`src/wakeup_params.svh`:
```
// register offsets, reset values and field constants of the wake-up pending latch
`ifndef WAKEUP_PARAMS_SVH
`define WAKEUP_PARAMS_SVH
`define WK_OFF_EDGE_LOW 8'h00
`define WK_OFF_ENABLE_LOW 8'h04
`define WK_OFF_SEL_LOW_A 8'h08
`define WK_OFF_SEL_LOW_B 8'h0c
`define WK_OFF_PEND_LOW 8'h10
`define WK_OFF_CLEAR_LOW 8'h14
`define WK_OFF_IRQEN_LOW 8'h18
`define WK_OFF_EDGE_HIGH 8'h20
`define WK_OFF_ENABLE_HIGH 8'h24
`define WK_OFF_SEL_HIGH_A 8'h28
`define WK_OFF_SEL_HIGH_B 8'h2c
`define WK_OFF_PEND_HIGH 8'h30
`define WK_OFF_CLEAR_HIGH 8'h34
`define WK_OFF_IRQEN_HIGH 8'h38
`define WK_RESET_16 16'h0000
`define WK_BANK_BITS 16
`define WK_SEL_BITS 2
`define WK_LINES 8
`endif

```
`src/wakeup_pkg.sv`:
```
// types shared by the wake-up pending latch
package wakeup_pkg;
  typedef logic [15:0] bank_word_t;
  typedef logic [1:0] irq_sel_t;
endpackage
```
`src/wakeup_pending_latch.sv`:
```
// wake-up pending latch with wishbone register file
`timescale 1ns/1ns
`include "wakeup_params.svh"

module wakeup_pending_latch
  import wakeup_pkg::*;
#(
  parameter int CHANNELS = 32
) (
  // clock, reset, enable
  input wire logic clk,
  input wire logic rst_n,
  input wire logic clk_en,
  // wishbone slave
  input wire logic wb_cyc_i,
  input wire logic wb_stb_i,
  input wire logic wb_we_i,
  input wire logic [7:0] wb_adr_i,
  input wire logic [3:0] wb_sel_i,
  input wire logic [31:0] wb_dat_i,
  output logic [31:0] wb_dat_o,
  output logic wb_ack_o,
  // wake-up inputs and outputs
  input wire logic [31:0] wakeup_input_channel,
  output logic [31:0] wakeup_event,
  output logic [7:0] irq_line
);

  // only the two-bank layout is served
  if (CHANNELS != 2 * `WK_BANK_BITS) begin : g_bad_channels
    $error("wakeup_pending_latch supports exactly 32 channels");
  end

  localparam int BANK = `WK_BANK_BITS;

  // configuration and state
  bank_word_t edge_reg_low, edge_reg_high;
  bank_word_t enable_reg_low, enable_reg_high;
  bank_word_t irq_enable_reg_low, irq_enable_reg_high;
  bank_word_t irq_select_reg_low_a, irq_select_reg_low_b;
  bank_word_t irq_select_reg_high_a, irq_select_reg_high_b;
  logic [31:0] pending_flag_reg;
  logic [31:0] pending_flag_next;
  logic [31:0] sync1_reg, sync2_reg, sync3_reg;
  logic [31:0] dat_reg;
  logic ack_reg;
  logic [31:0] event_reg;
  logic [7:0] irq_reg;

  // bus decode
  wire logic req = wb_cyc_i & wb_stb_i & ~ack_reg;
  wire logic wr = req & wb_we_i;
  wire logic lane_lo = wb_sel_i[0];
  wire logic lane_hi = wb_sel_i[1];
  wire logic [15:0] lane_mask = {{8{lane_hi}}, {8{lane_lo}}};
  wire logic [15:0] wdata = wb_dat_i[15:0] & lane_mask;
  wire logic hit_edge_lo = wb_adr_i == `WK_OFF_EDGE_LOW;
  wire logic hit_edge_hi = wb_adr_i == `WK_OFF_EDGE_HIGH;
  wire logic hit_en_lo = wb_adr_i == `WK_OFF_ENABLE_LOW;
  wire logic hit_en_hi = wb_adr_i == `WK_OFF_ENABLE_HIGH;
  wire logic hit_sla = wb_adr_i == `WK_OFF_SEL_LOW_A;
  wire logic hit_slb = wb_adr_i == `WK_OFF_SEL_LOW_B;
  wire logic hit_sha = wb_adr_i == `WK_OFF_SEL_HIGH_A;
  wire logic hit_shb = wb_adr_i == `WK_OFF_SEL_HIGH_B;
  wire logic hit_pnd_lo = wb_adr_i == `WK_OFF_PEND_LOW;
  wire logic hit_pnd_hi = wb_adr_i == `WK_OFF_PEND_HIGH;
  wire logic hit_clr_lo = wb_adr_i == `WK_OFF_CLEAR_LOW;
  wire logic hit_clr_hi = wb_adr_i == `WK_OFF_CLEAR_HIGH;
  wire logic hit_ie_lo = wb_adr_i == `WK_OFF_IRQEN_LOW;
  wire logic hit_ie_hi = wb_adr_i == `WK_OFF_IRQEN_HIGH;
  // ack_reg masks the held request so one access answers once
  wire logic rd_req = req & ~wb_we_i;
  wire logic [15:0] wdata_raw = wb_dat_i[15:0];

  // write strobes, one per configuration register
  wire logic we_edge_lo = wr & hit_edge_lo;
  wire logic we_edge_hi = wr & hit_edge_hi;
  wire logic we_en_lo = wr & hit_en_lo;
  wire logic we_en_hi = wr & hit_en_hi;
  wire logic we_ie_lo = wr & hit_ie_lo;
  wire logic we_ie_hi = wr & hit_ie_hi;
  wire logic we_sla = wr & hit_sla;
  wire logic we_slb = wr & hit_slb;
  wire logic we_sha = wr & hit_sha;
  wire logic we_shb = wr & hit_shb;

  // merge a write into a register under byte lanes
  function automatic bank_word_t merge(input bank_word_t old, input bank_word_t nw, input logic [15:0] m);
    merge = (old & ~m) | (nw & m);
  endfunction

  // read mux; clear registers read as zero
  // clear reads return zero
  wire logic [15:0] rdata =
    hit_edge_lo ? edge_reg_low :
    hit_edge_hi ? edge_reg_high :
    hit_en_lo ? enable_reg_low :
    hit_en_hi ? enable_reg_high :
    hit_sla ? irq_select_reg_low_a :
    hit_slb ? irq_select_reg_low_b :
    hit_sha ? irq_select_reg_high_a :
    hit_shb ? irq_select_reg_high_b :
    hit_pnd_lo ? pending_flag_reg[15:0] :
    hit_pnd_hi ? pending_flag_reg[31:16] :
    hit_ie_lo ? irq_enable_reg_low :
    hit_ie_hi ? irq_enable_reg_high : `WK_RESET_16;

  // concatenated per-channel views
  // channel order
  wire logic [31:0] edge_all = {edge_reg_high, edge_reg_low};
  wire logic [31:0] enable_all = {enable_reg_high, enable_reg_low};
  wire logic [31:0] irqen_all = {irq_enable_reg_high, irq_enable_reg_low};
  wire logic [63:0] sel_all = {irq_select_reg_high_b, irq_select_reg_high_a,
                               irq_select_reg_low_b, irq_select_reg_low_a};

  // software set and clear masks
  // write one sets
  wire logic [31:0] sw_set = {wr & hit_pnd_hi ? wdata : `WK_RESET_16,
                              wr & hit_pnd_lo ? wdata : `WK_RESET_16};
  wire logic [31:0] sw_clr = {wr & hit_clr_hi ? wdata : `WK_RESET_16,
                              wr & hit_clr_lo ? wdata : `WK_RESET_16};

  logic [31:0] hw_set;
  logic [7:0] irq_next;

  genvar i;
  generate
    for (i = 0; i < 32; i++) begin : g_chan
      // rise and fall compare stage 3 with the newer stage 2
      // edge polarity select
      wire logic rise = sync3_reg[i] == 1'b0 && sync2_reg[i] == 1'b1;
      wire logic fall = sync3_reg[i] == 1'b1 && sync2_reg[i] == 1'b0;
      assign hw_set[i] = enable_all[i] & (edge_all[i] ? fall : rise);
    end
  endgenerate

  // latch and hold
  // a clear never hides a trigger landing in the same cycle
  assign pending_flag_next = (pending_flag_reg & ~sw_clr) | sw_set | hw_set;

  // interrupt line routing, lines 0-3 low bank, 4-7 high bank
  genvar k;
  for (k = 0; k < 8; k++) begin : g_line
    logic hit;
    always_comb begin
      hit = 1'b0;
      for (int c = 0; c < BANK; c++) begin
        if (pending_flag_reg[(k / 4) * BANK + c] && irqen_all[(k / 4) * BANK + c] &&
            sel_all[2 * ((k / 4) * BANK + c) +: 2] == 2'(k % 4)) begin
          hit = 1'b1;
        end
      end
    end
    assign irq_next[k] = hit;
  end

  // stage 1 may go metastable; only stages 2 and 3 feed edge logic
  // synchroniser for outside inputs
  always_ff @(posedge clk) begin
    if (!rst_n) begin
      sync1_reg <= 32'h0;
      sync2_reg <= 32'h0;
      sync3_reg <= 32'h0;
    end else if (clk_en) begin
      sync1_reg <= wakeup_input_channel;
      sync2_reg <= sync1_reg;
      sync3_reg <= sync2_reg;
    end
  end

  // pending state
  // pending reset
  always_ff @(posedge clk) begin
    if (!rst_n) begin
      pending_flag_reg <= 32'h0;
    end else if (clk_en) begin
      pending_flag_reg <= pending_flag_next;
    end
  end

  // one-cycle wake-up event per detected edge
  always_ff @(posedge clk) begin
    if (!rst_n) begin
      event_reg <= 32'h0;
    end else if (clk_en) begin
      event_reg <= hw_set;
    end
  end

  // registered request lines
  always_ff @(posedge clk) begin
    if (!rst_n) begin
      irq_reg <= 8'h00;
    end else if (clk_en) begin
      irq_reg <= irq_next;
    end
  end

  // edge select, low bank
  always_ff @(posedge clk) begin
    if (!rst_n) begin
      edge_reg_low <= `WK_RESET_16;
    end else if (clk_en && we_edge_lo) begin
      edge_reg_low <= merge(edge_reg_low, wdata_raw, lane_mask);
    end
  end

  // edge select, high bank
  always_ff @(posedge clk) begin
    if (!rst_n) begin
      edge_reg_high <= `WK_RESET_16;
    end else if (clk_en && we_edge_hi) begin
      edge_reg_high <= merge(edge_reg_high, wdata_raw, lane_mask);
    end
  end

  // channel enable, low bank
  always_ff @(posedge clk) begin
    if (!rst_n) begin
      enable_reg_low <= `WK_RESET_16;
    end else if (clk_en && we_en_lo) begin
      enable_reg_low <= merge(enable_reg_low, wdata_raw, lane_mask);
    end
  end

  // channel enable, high bank
  always_ff @(posedge clk) begin
    if (!rst_n) begin
      enable_reg_high <= `WK_RESET_16;
    end else if (clk_en && we_en_hi) begin
      enable_reg_high <= merge(enable_reg_high, wdata_raw, lane_mask);
    end
  end

  // interrupt enable, low bank
  always_ff @(posedge clk) begin
    if (!rst_n) begin
      irq_enable_reg_low <= `WK_RESET_16;
    end else if (clk_en && we_ie_lo) begin
      irq_enable_reg_low <= merge(irq_enable_reg_low, wdata_raw, lane_mask);
    end
  end

  // interrupt enable, high bank
  always_ff @(posedge clk) begin
    if (!rst_n) begin
      irq_enable_reg_high <= `WK_RESET_16;
    end else if (clk_en && we_ie_hi) begin
      irq_enable_reg_high <= merge(irq_enable_reg_high, wdata_raw, lane_mask);
    end
  end

  // line select, channels 7..0
  always_ff @(posedge clk) begin
    if (!rst_n) begin
      irq_select_reg_low_a <= `WK_RESET_16;
    end else if (clk_en && we_sla) begin
      irq_select_reg_low_a <= merge(irq_select_reg_low_a, wdata_raw, lane_mask);
    end
  end

  // line select, channels 15..8
  always_ff @(posedge clk) begin
    if (!rst_n) begin
      irq_select_reg_low_b <= `WK_RESET_16;
    end else if (clk_en && we_slb) begin
      irq_select_reg_low_b <= merge(irq_select_reg_low_b, wdata_raw, lane_mask);
    end
  end

  // line select, channels 23..16
  always_ff @(posedge clk) begin
    if (!rst_n) begin
      irq_select_reg_high_a <= `WK_RESET_16;
    end else if (clk_en && we_sha) begin
      irq_select_reg_high_a <= merge(irq_select_reg_high_a, wdata_raw, lane_mask);
    end
  end

  // line select, channels 31..24
  always_ff @(posedge clk) begin
    if (!rst_n) begin
      irq_select_reg_high_b <= `WK_RESET_16;
    end else if (clk_en && we_shb) begin
      irq_select_reg_high_b <= merge(irq_select_reg_high_b, wdata_raw, lane_mask);
    end
  end

  // bus answer, one cycle after request
  always_ff @(posedge clk) begin
    if (!rst_n) begin
      ack_reg <= 1'b0;
    end else if (clk_en) begin
      ack_reg <= req;
    end
  end

  // read data stands only with a read ack, zero otherwise
  always_ff @(posedge clk) begin
    if (!rst_n) begin
      dat_reg <= 32'h0;
    end else if (clk_en) begin
      dat_reg <= rd_req ? {16'h0000, rdata} : 32'h0;
    end
  end

  assign wb_ack_o = ack_reg;
  assign wb_dat_o = dat_reg;
  assign wakeup_event = event_reg;
  assign irq_line = irq_reg;

endmodule

```
`config.mk`:
```
export PLATFORM = sky130hd
export DESIGN_NAME = wakeup_pending_latch
export DESIGN_NICKNAME = d
export VERILOG_FILES = /design/src/wakeup_pkg.sv /design/src/wakeup_pending_latch.sv
export VERILOG_INCLUDE_DIRS = /design/src /design/src/src
export SDC_FILE = /design/constraint.sdc
export NUM_CORES = 1
export LEC_CHECK = 0
export ABC_AREA = 1
export BUFFER_PORTS_ARGS = -buffer_cell sky130_fd_sc_hd__buf_4
export CAP_MARGIN = 30
export CORE_UTILIZATION = 54
export DETAILED_ROUTE_END_ITERATION = 12
export GPL_TIMING_DRIVEN = 0
export PLACE_DENSITY = 0.86
export REMOVE_ABC_BUFFERS = 1
export SLEW_MARGIN = 20
export SYNTH_ARGS = -nofsm -noshare
export SYNTH_HDL_FRONTEND = slang
export SYNTH_SLANG_ARGS = --single-unit
```
`constraint.sdc`:
```
create_clock -name clk -period 1.5 [get_ports clk]
set_input_delay 0.075 -clock clk [delete_from_list [all_inputs] [get_ports clk]]
set_output_delay 0.075 -clock clk [all_outputs]
set_load 0.005 [all_outputs]
```
=== Word-level counts from Yosys, hierarchy flattened ===
Index checks and enable logic that the tools add are counted.

* Register bits after elaboration: 361
* Bits of input ports: 82
* Output and inout bits: 73
* Logic and storage cells: 713

* Equality and inequality tests: 109
* Multiplexer cells: 177
* Bitwise gates (word level): 142
* Reductions and logical operators: 267

{| class="wikitable"
|+ Operator list
! cell !! count
|-
| 16-bit 2-to-1 mux || 17
|-
| 1-bit logical AND || 234
|-
| 16-bit AND || 11
|-
| 1-bit 2-to-1 mux || 160
|-
| 16-bit bitwise OR || 10
|-
| 2-bit equality test, second input constant || 64
|-
| 1-bit NOT || 66
|-
| 2-bit by 1-bit equality test with 1-bit output, second input constant || 32
|-
| 2-bit zero test || 32
|-
| 32-bit bitwise OR || 2
|-
| 8-bit by 6-bit equality test with 1-bit output, second input constant || 7
|-
| 1-bit AND || 50
|-
| 32-bit AND || 1
|-
| 32-bit NOT || 1
|-
| 8-bit by 5-bit equality test with 1-bit output, second input constant || 3
|-
| 8-bit by 4-bit equality test with 1-bit output, second input constant || 2
|-
| 16-bit NOT || 1
|-
| 8-bit by 3-bit equality test with 1-bit output, second input constant || 1
|-
| 8-bit zero test || 1
|}

=== Logic depth before layout (Yosys ltp) ===
* Word-level depth: 18
* Depth in mapped cells: 16

=== Worst setup path before layout ===
Ideal clock, no wire load.

* Kind: register to register
* From: register ack_reg, in the netlist wb_ack_o
* To: register with a tool-made name
* Arrival: 1.475 ns
* Data required time: 1.372 ns
* Slack: -0.103 ns
* Stages on the path, launching flop included: 9
* Buffers on the path: 2
* Period minus slack after synthesis: 1.603 ns
* Path through: dfxtp_1 nor2_2 nand2_2 nor2_8 buf_4 nand3_1 clkbuf_1 o21ai_0 a21oi_1

{| class="wikitable"
|+ RTL lines
! what !! line !! source
|-
| start: declaration || wakeup_pending_latch.sv:46 || <nowiki>logic ack_reg;</nowiki>
|-
| start signal: assignment || wakeup_pending_latch.sv:294 || <nowiki>ack_reg <= req;</nowiki>
|}

=== Worst setup path in the final report ===
* From: register ack_reg, in the netlist wb_ack_o
* To: register dat_reg[15], in the netlist wb_dat_o[15]

* Cells in the longest elaborated chain, start to end: 4

{| class="wikitable"
|+ RTL lines
! what !! line !! source
|-
| 1-bit NOT || wakeup_pending_latch.sv:51 || <nowiki>wire logic req = wb_cyc_i & wb_stb_i & ~ack_reg;</nowiki>
|-
| 1-bit AND || wakeup_pending_latch.sv:51 ||
|-
| 1-bit AND || wakeup_pending_latch.sv:72 || <nowiki>wire logic rd_req = req & ~wb_we_i;</nowiki>
|-
| 16-bit 2-to-1 mux || wakeup_pending_latch.sv:303 || <nowiki>dat_reg <= rd_req ? {16'h0000, rdata} : 32'h0;</nowiki>
|-
| end signal: assignment || wakeup_pending_latch.sv:303 ||
|-
| end: declaration || wakeup_pending_latch.sv:45 || <nowiki>logic [31:0] dat_reg;</nowiki>
|}

No other way between the ends.
A chain may end at the register's enable or synchronous reset.

==> flow_summary.yaml <==
finish:
  antennaDiodeCount: 0
  nets: 2417
  finalNonFillerCells: 2747
  area_growth_pct: 30.0
  final_util: 0.720
  drive_gt1_frac: 0.229
worst_setup_path:
  start_kind: "register"
  cp_top_family: "simple AND/OR/NAND/NOR gates"
  cp_slowest_cell: "nand3_2"
  worstRegToRegCells: 5
  path_buf_inv: 0
  cp_max_fo: 16
  cp_cell_sequence: "nor2_4 > nand3_2 > a21oi_1 > nand2_1 > a21oi_1"
  cp.depth: 5
  criticalPathCategory: "reg -> reg"
  cp_data_arrival_time_ns: 2.26
  worstPathRequired_ns: 1.96
  cpMostUsedCell: "a21oi_1"
  critPathCaptureType: "register"
  critical_path.max_stage_delay_ns: 0.58
die:
  die_height_um: 174
  core_area_mm2: 0.0290
  die_x_um: 174
  dieArea_mm2: 0.0304
  rows: 62
  initial_utilization: 0.553
  ios: 155
yosys:
  synth_top_area_cell: "dfxtp_1"
  synth_edf_count: 0
  synthCells: 2181
  async_flop_share: 0
  synth_commonest_cells: "nand2_1, dfxtp_1, nor2_1, inv_1, a21oi_1"
  synth_cell_types: 40
  synthMuxAreaShare: 0
  synth-main-ff-cell: "dfxtp_1"
  synth_most_common_cell: "nand2_1"
  synth.top_cells.by_area: "dfxtp_1, nand2_1, a21oi_1, o21ai_0, nor2_1"
  synth_top_area_frac: 0.430
  ys_warn_count: 0
  seq_area_frac_synth: 0.430
  synthXorXnorAreaFrac: 0
  synth_simple_gate_area_frac: 0.255
  synth_compound_area_frac: 0.217
  syn_area_per_cell_um2: 7.36
  synth_top_family_by_area: "simple AND/OR/NAND/NOR gates"
  synth_fa_ha_area_frac: 0
  netlist_area_mm2: 0.0161
  ys_ff_latch: 345
cts:
  clk_latency_ns: 0.54
  clk_pin_slew_ns: 0.07
  tritoncts: "yes"
  cts_htree_levels: 2
  numClockSinks: 345
  cts_buffer_depth: 3
  cts_buffers: 38
  root_buffer: "clkbuf_16"
drt:
  finalWirelength_um: 60900
  first_pass_iters: 7
  via_count: 17495
  drc: 0
  final_antenna_net_count: 0
  routed_via_density: 6.37
  routed_wire_length_per_instance_um: 22.2
  initialDrtViolationCount: 2579
sta:
  slew_headroom: 0.450
  finClkSkew_ns: 0.0275
  worstMarginPinSlew_ns: 0.826
  setup_viol: 198
  rsz0062_at_grt: "yes"
  worst_slack_ns: -0.294
  fin_crit_ns: 1.79
  slew_violations: 0
  period_share: 1.20
  fmax_mhz: 557
  setup-tns-final_ns: -23.27
  hold_viol: 0
placement:
  gp_congestion: 0.951
  dpl.cell_count: 2556
  io_buffer_count: 120
  dpl.hpwl_um: 33700
min_path:
  hp-class: "in -> reg"
  min_delay_path_depth: 3
pwr:
  power_leakage_nw: 7.36
  switching_share: 0.239
  p_per_area_mw_per_mm2: 1020
  intPower_mw: 16.3
  netSwitchingPower_mw: 5.11
  p_seq_frac: 0.441
  p_comb_frac: 0.069
  ir_worst_vdd_mv: 0.923
  total_power_mw: 21.4
  pwr-share-clk: 0.490
grt:
  overflow: 0
  grt_pass1_wl_um: 89300
  grt_pass1_vias: 16054
  grt_max_degree: 78
  grt_usage: 0.374
  antenna_found_initial: 0
outcome:
  outcome: "finished, violations left"
  violations: "negative setup slack"
flow_run:
  drv_cap: 0
kinds of logic (layout without fill, tap and decap cells):
logic type,count (synthesis),count (layout)
AND/OR/NAND/NOR,879,903
AO/OA/AOI/OAI,581,581
buffers and inverters,375,518
flip-flops,345,345
other,1,16
what timing repair did:
| item | CTS | global route |
|---|---|---|
| pin swaps | 16 | 13 |
| cloned | 19 | 7 |
| hold buffers | 49 | 0 |
| resized for setup | 99 | 227 |
| setup endpoints to repair | 211 | 194 |
| hold endpoints to repair | 200 | 0 |
| setup buffers | 39 | 9 |
cells in the final DEF (no fill, tap or decap), types with 49 or more instances in the layout:
master / count
a211oi_2: 88
a21oi_1: 194
buf_4: 149
dfxtp_1: 342
dlygate4sd3_1: 49
inv_1: 220
nand2_1: 348
nand3_1: 59
nand4_1: 70
nor2_1: 138
nor2_4: 68
nor3_1: 91
o21ai_0: 168
through the flow:
stage | area, um2 | hold WS, ns | setup WS (ns)
after detailed placement | 16900 | 0.302 | -1.35
after global placement | 16800 | 0.296 | -3.60
after floorplan | 15400 | 0.164 | -1.01
after global routing | 20900 | 0.0416 | -0.327
final | 20900 | 0.0152 | -0.294
after CTS | 19900 | 0.00508 | -0.116
layout make-up:
class,count,area (um2)
fill,2147,8130
inverter,226,863
sequential,345,6910
clock buffer,48,1070
multi-input combinational,1500,9120
tap,384,480
clock inverter,20,324
timing repair buffer,224,2110
routing by layer:
layer | vias up | global-route usage | wire length (um)
met4 | 0 | 0.178 | 3290
met1 | 8143 | 0.499 | 23200
met3 | 302 | 0.0930 | 8060
met5 | - | 0 | 0
met2 | 1253 | 0.564 | 26300
li1 | 7797 | - | -
worst paths after layout:
kind / from / end / slack, ns
setup / recovery: wb_ack_o / wb_dat_o[15] / -0.29
setup reg to reg: wb_ack_o / wb_dat_o[15] / -0.29
hold / removal: clk_en / sync1_reg[28] / 0.02
hold reg to reg: wakeup_event[22] / wakeup_event[22] / 0.46
tightest hold or removal path, cell delays in order:
cell     delay [ns]
buf_6          0.19
o21ai_0        0.20
nor2_1         0.04
power by group through the flow:
| stage | Sequential, mW | Clock, mW | Combinational, mW |
|---|---|---|---|
| 2_1_floorplan | 9.61 | 0 | 0.511 |
| 3_3_place_gp | 9.62 | 0 | 1.01 |
| 3_5_place_dp | 9.63 | 0 | 1.08 |
| 4_1_cts | 9.42 | 10.4 | 1.31 |
| 5_1_grt | 9.44 | 10.8 | 1.57 |
| 6_report | 9.43 | 10.5 | 1.48 |
Power figures use the tool's default switching activity.
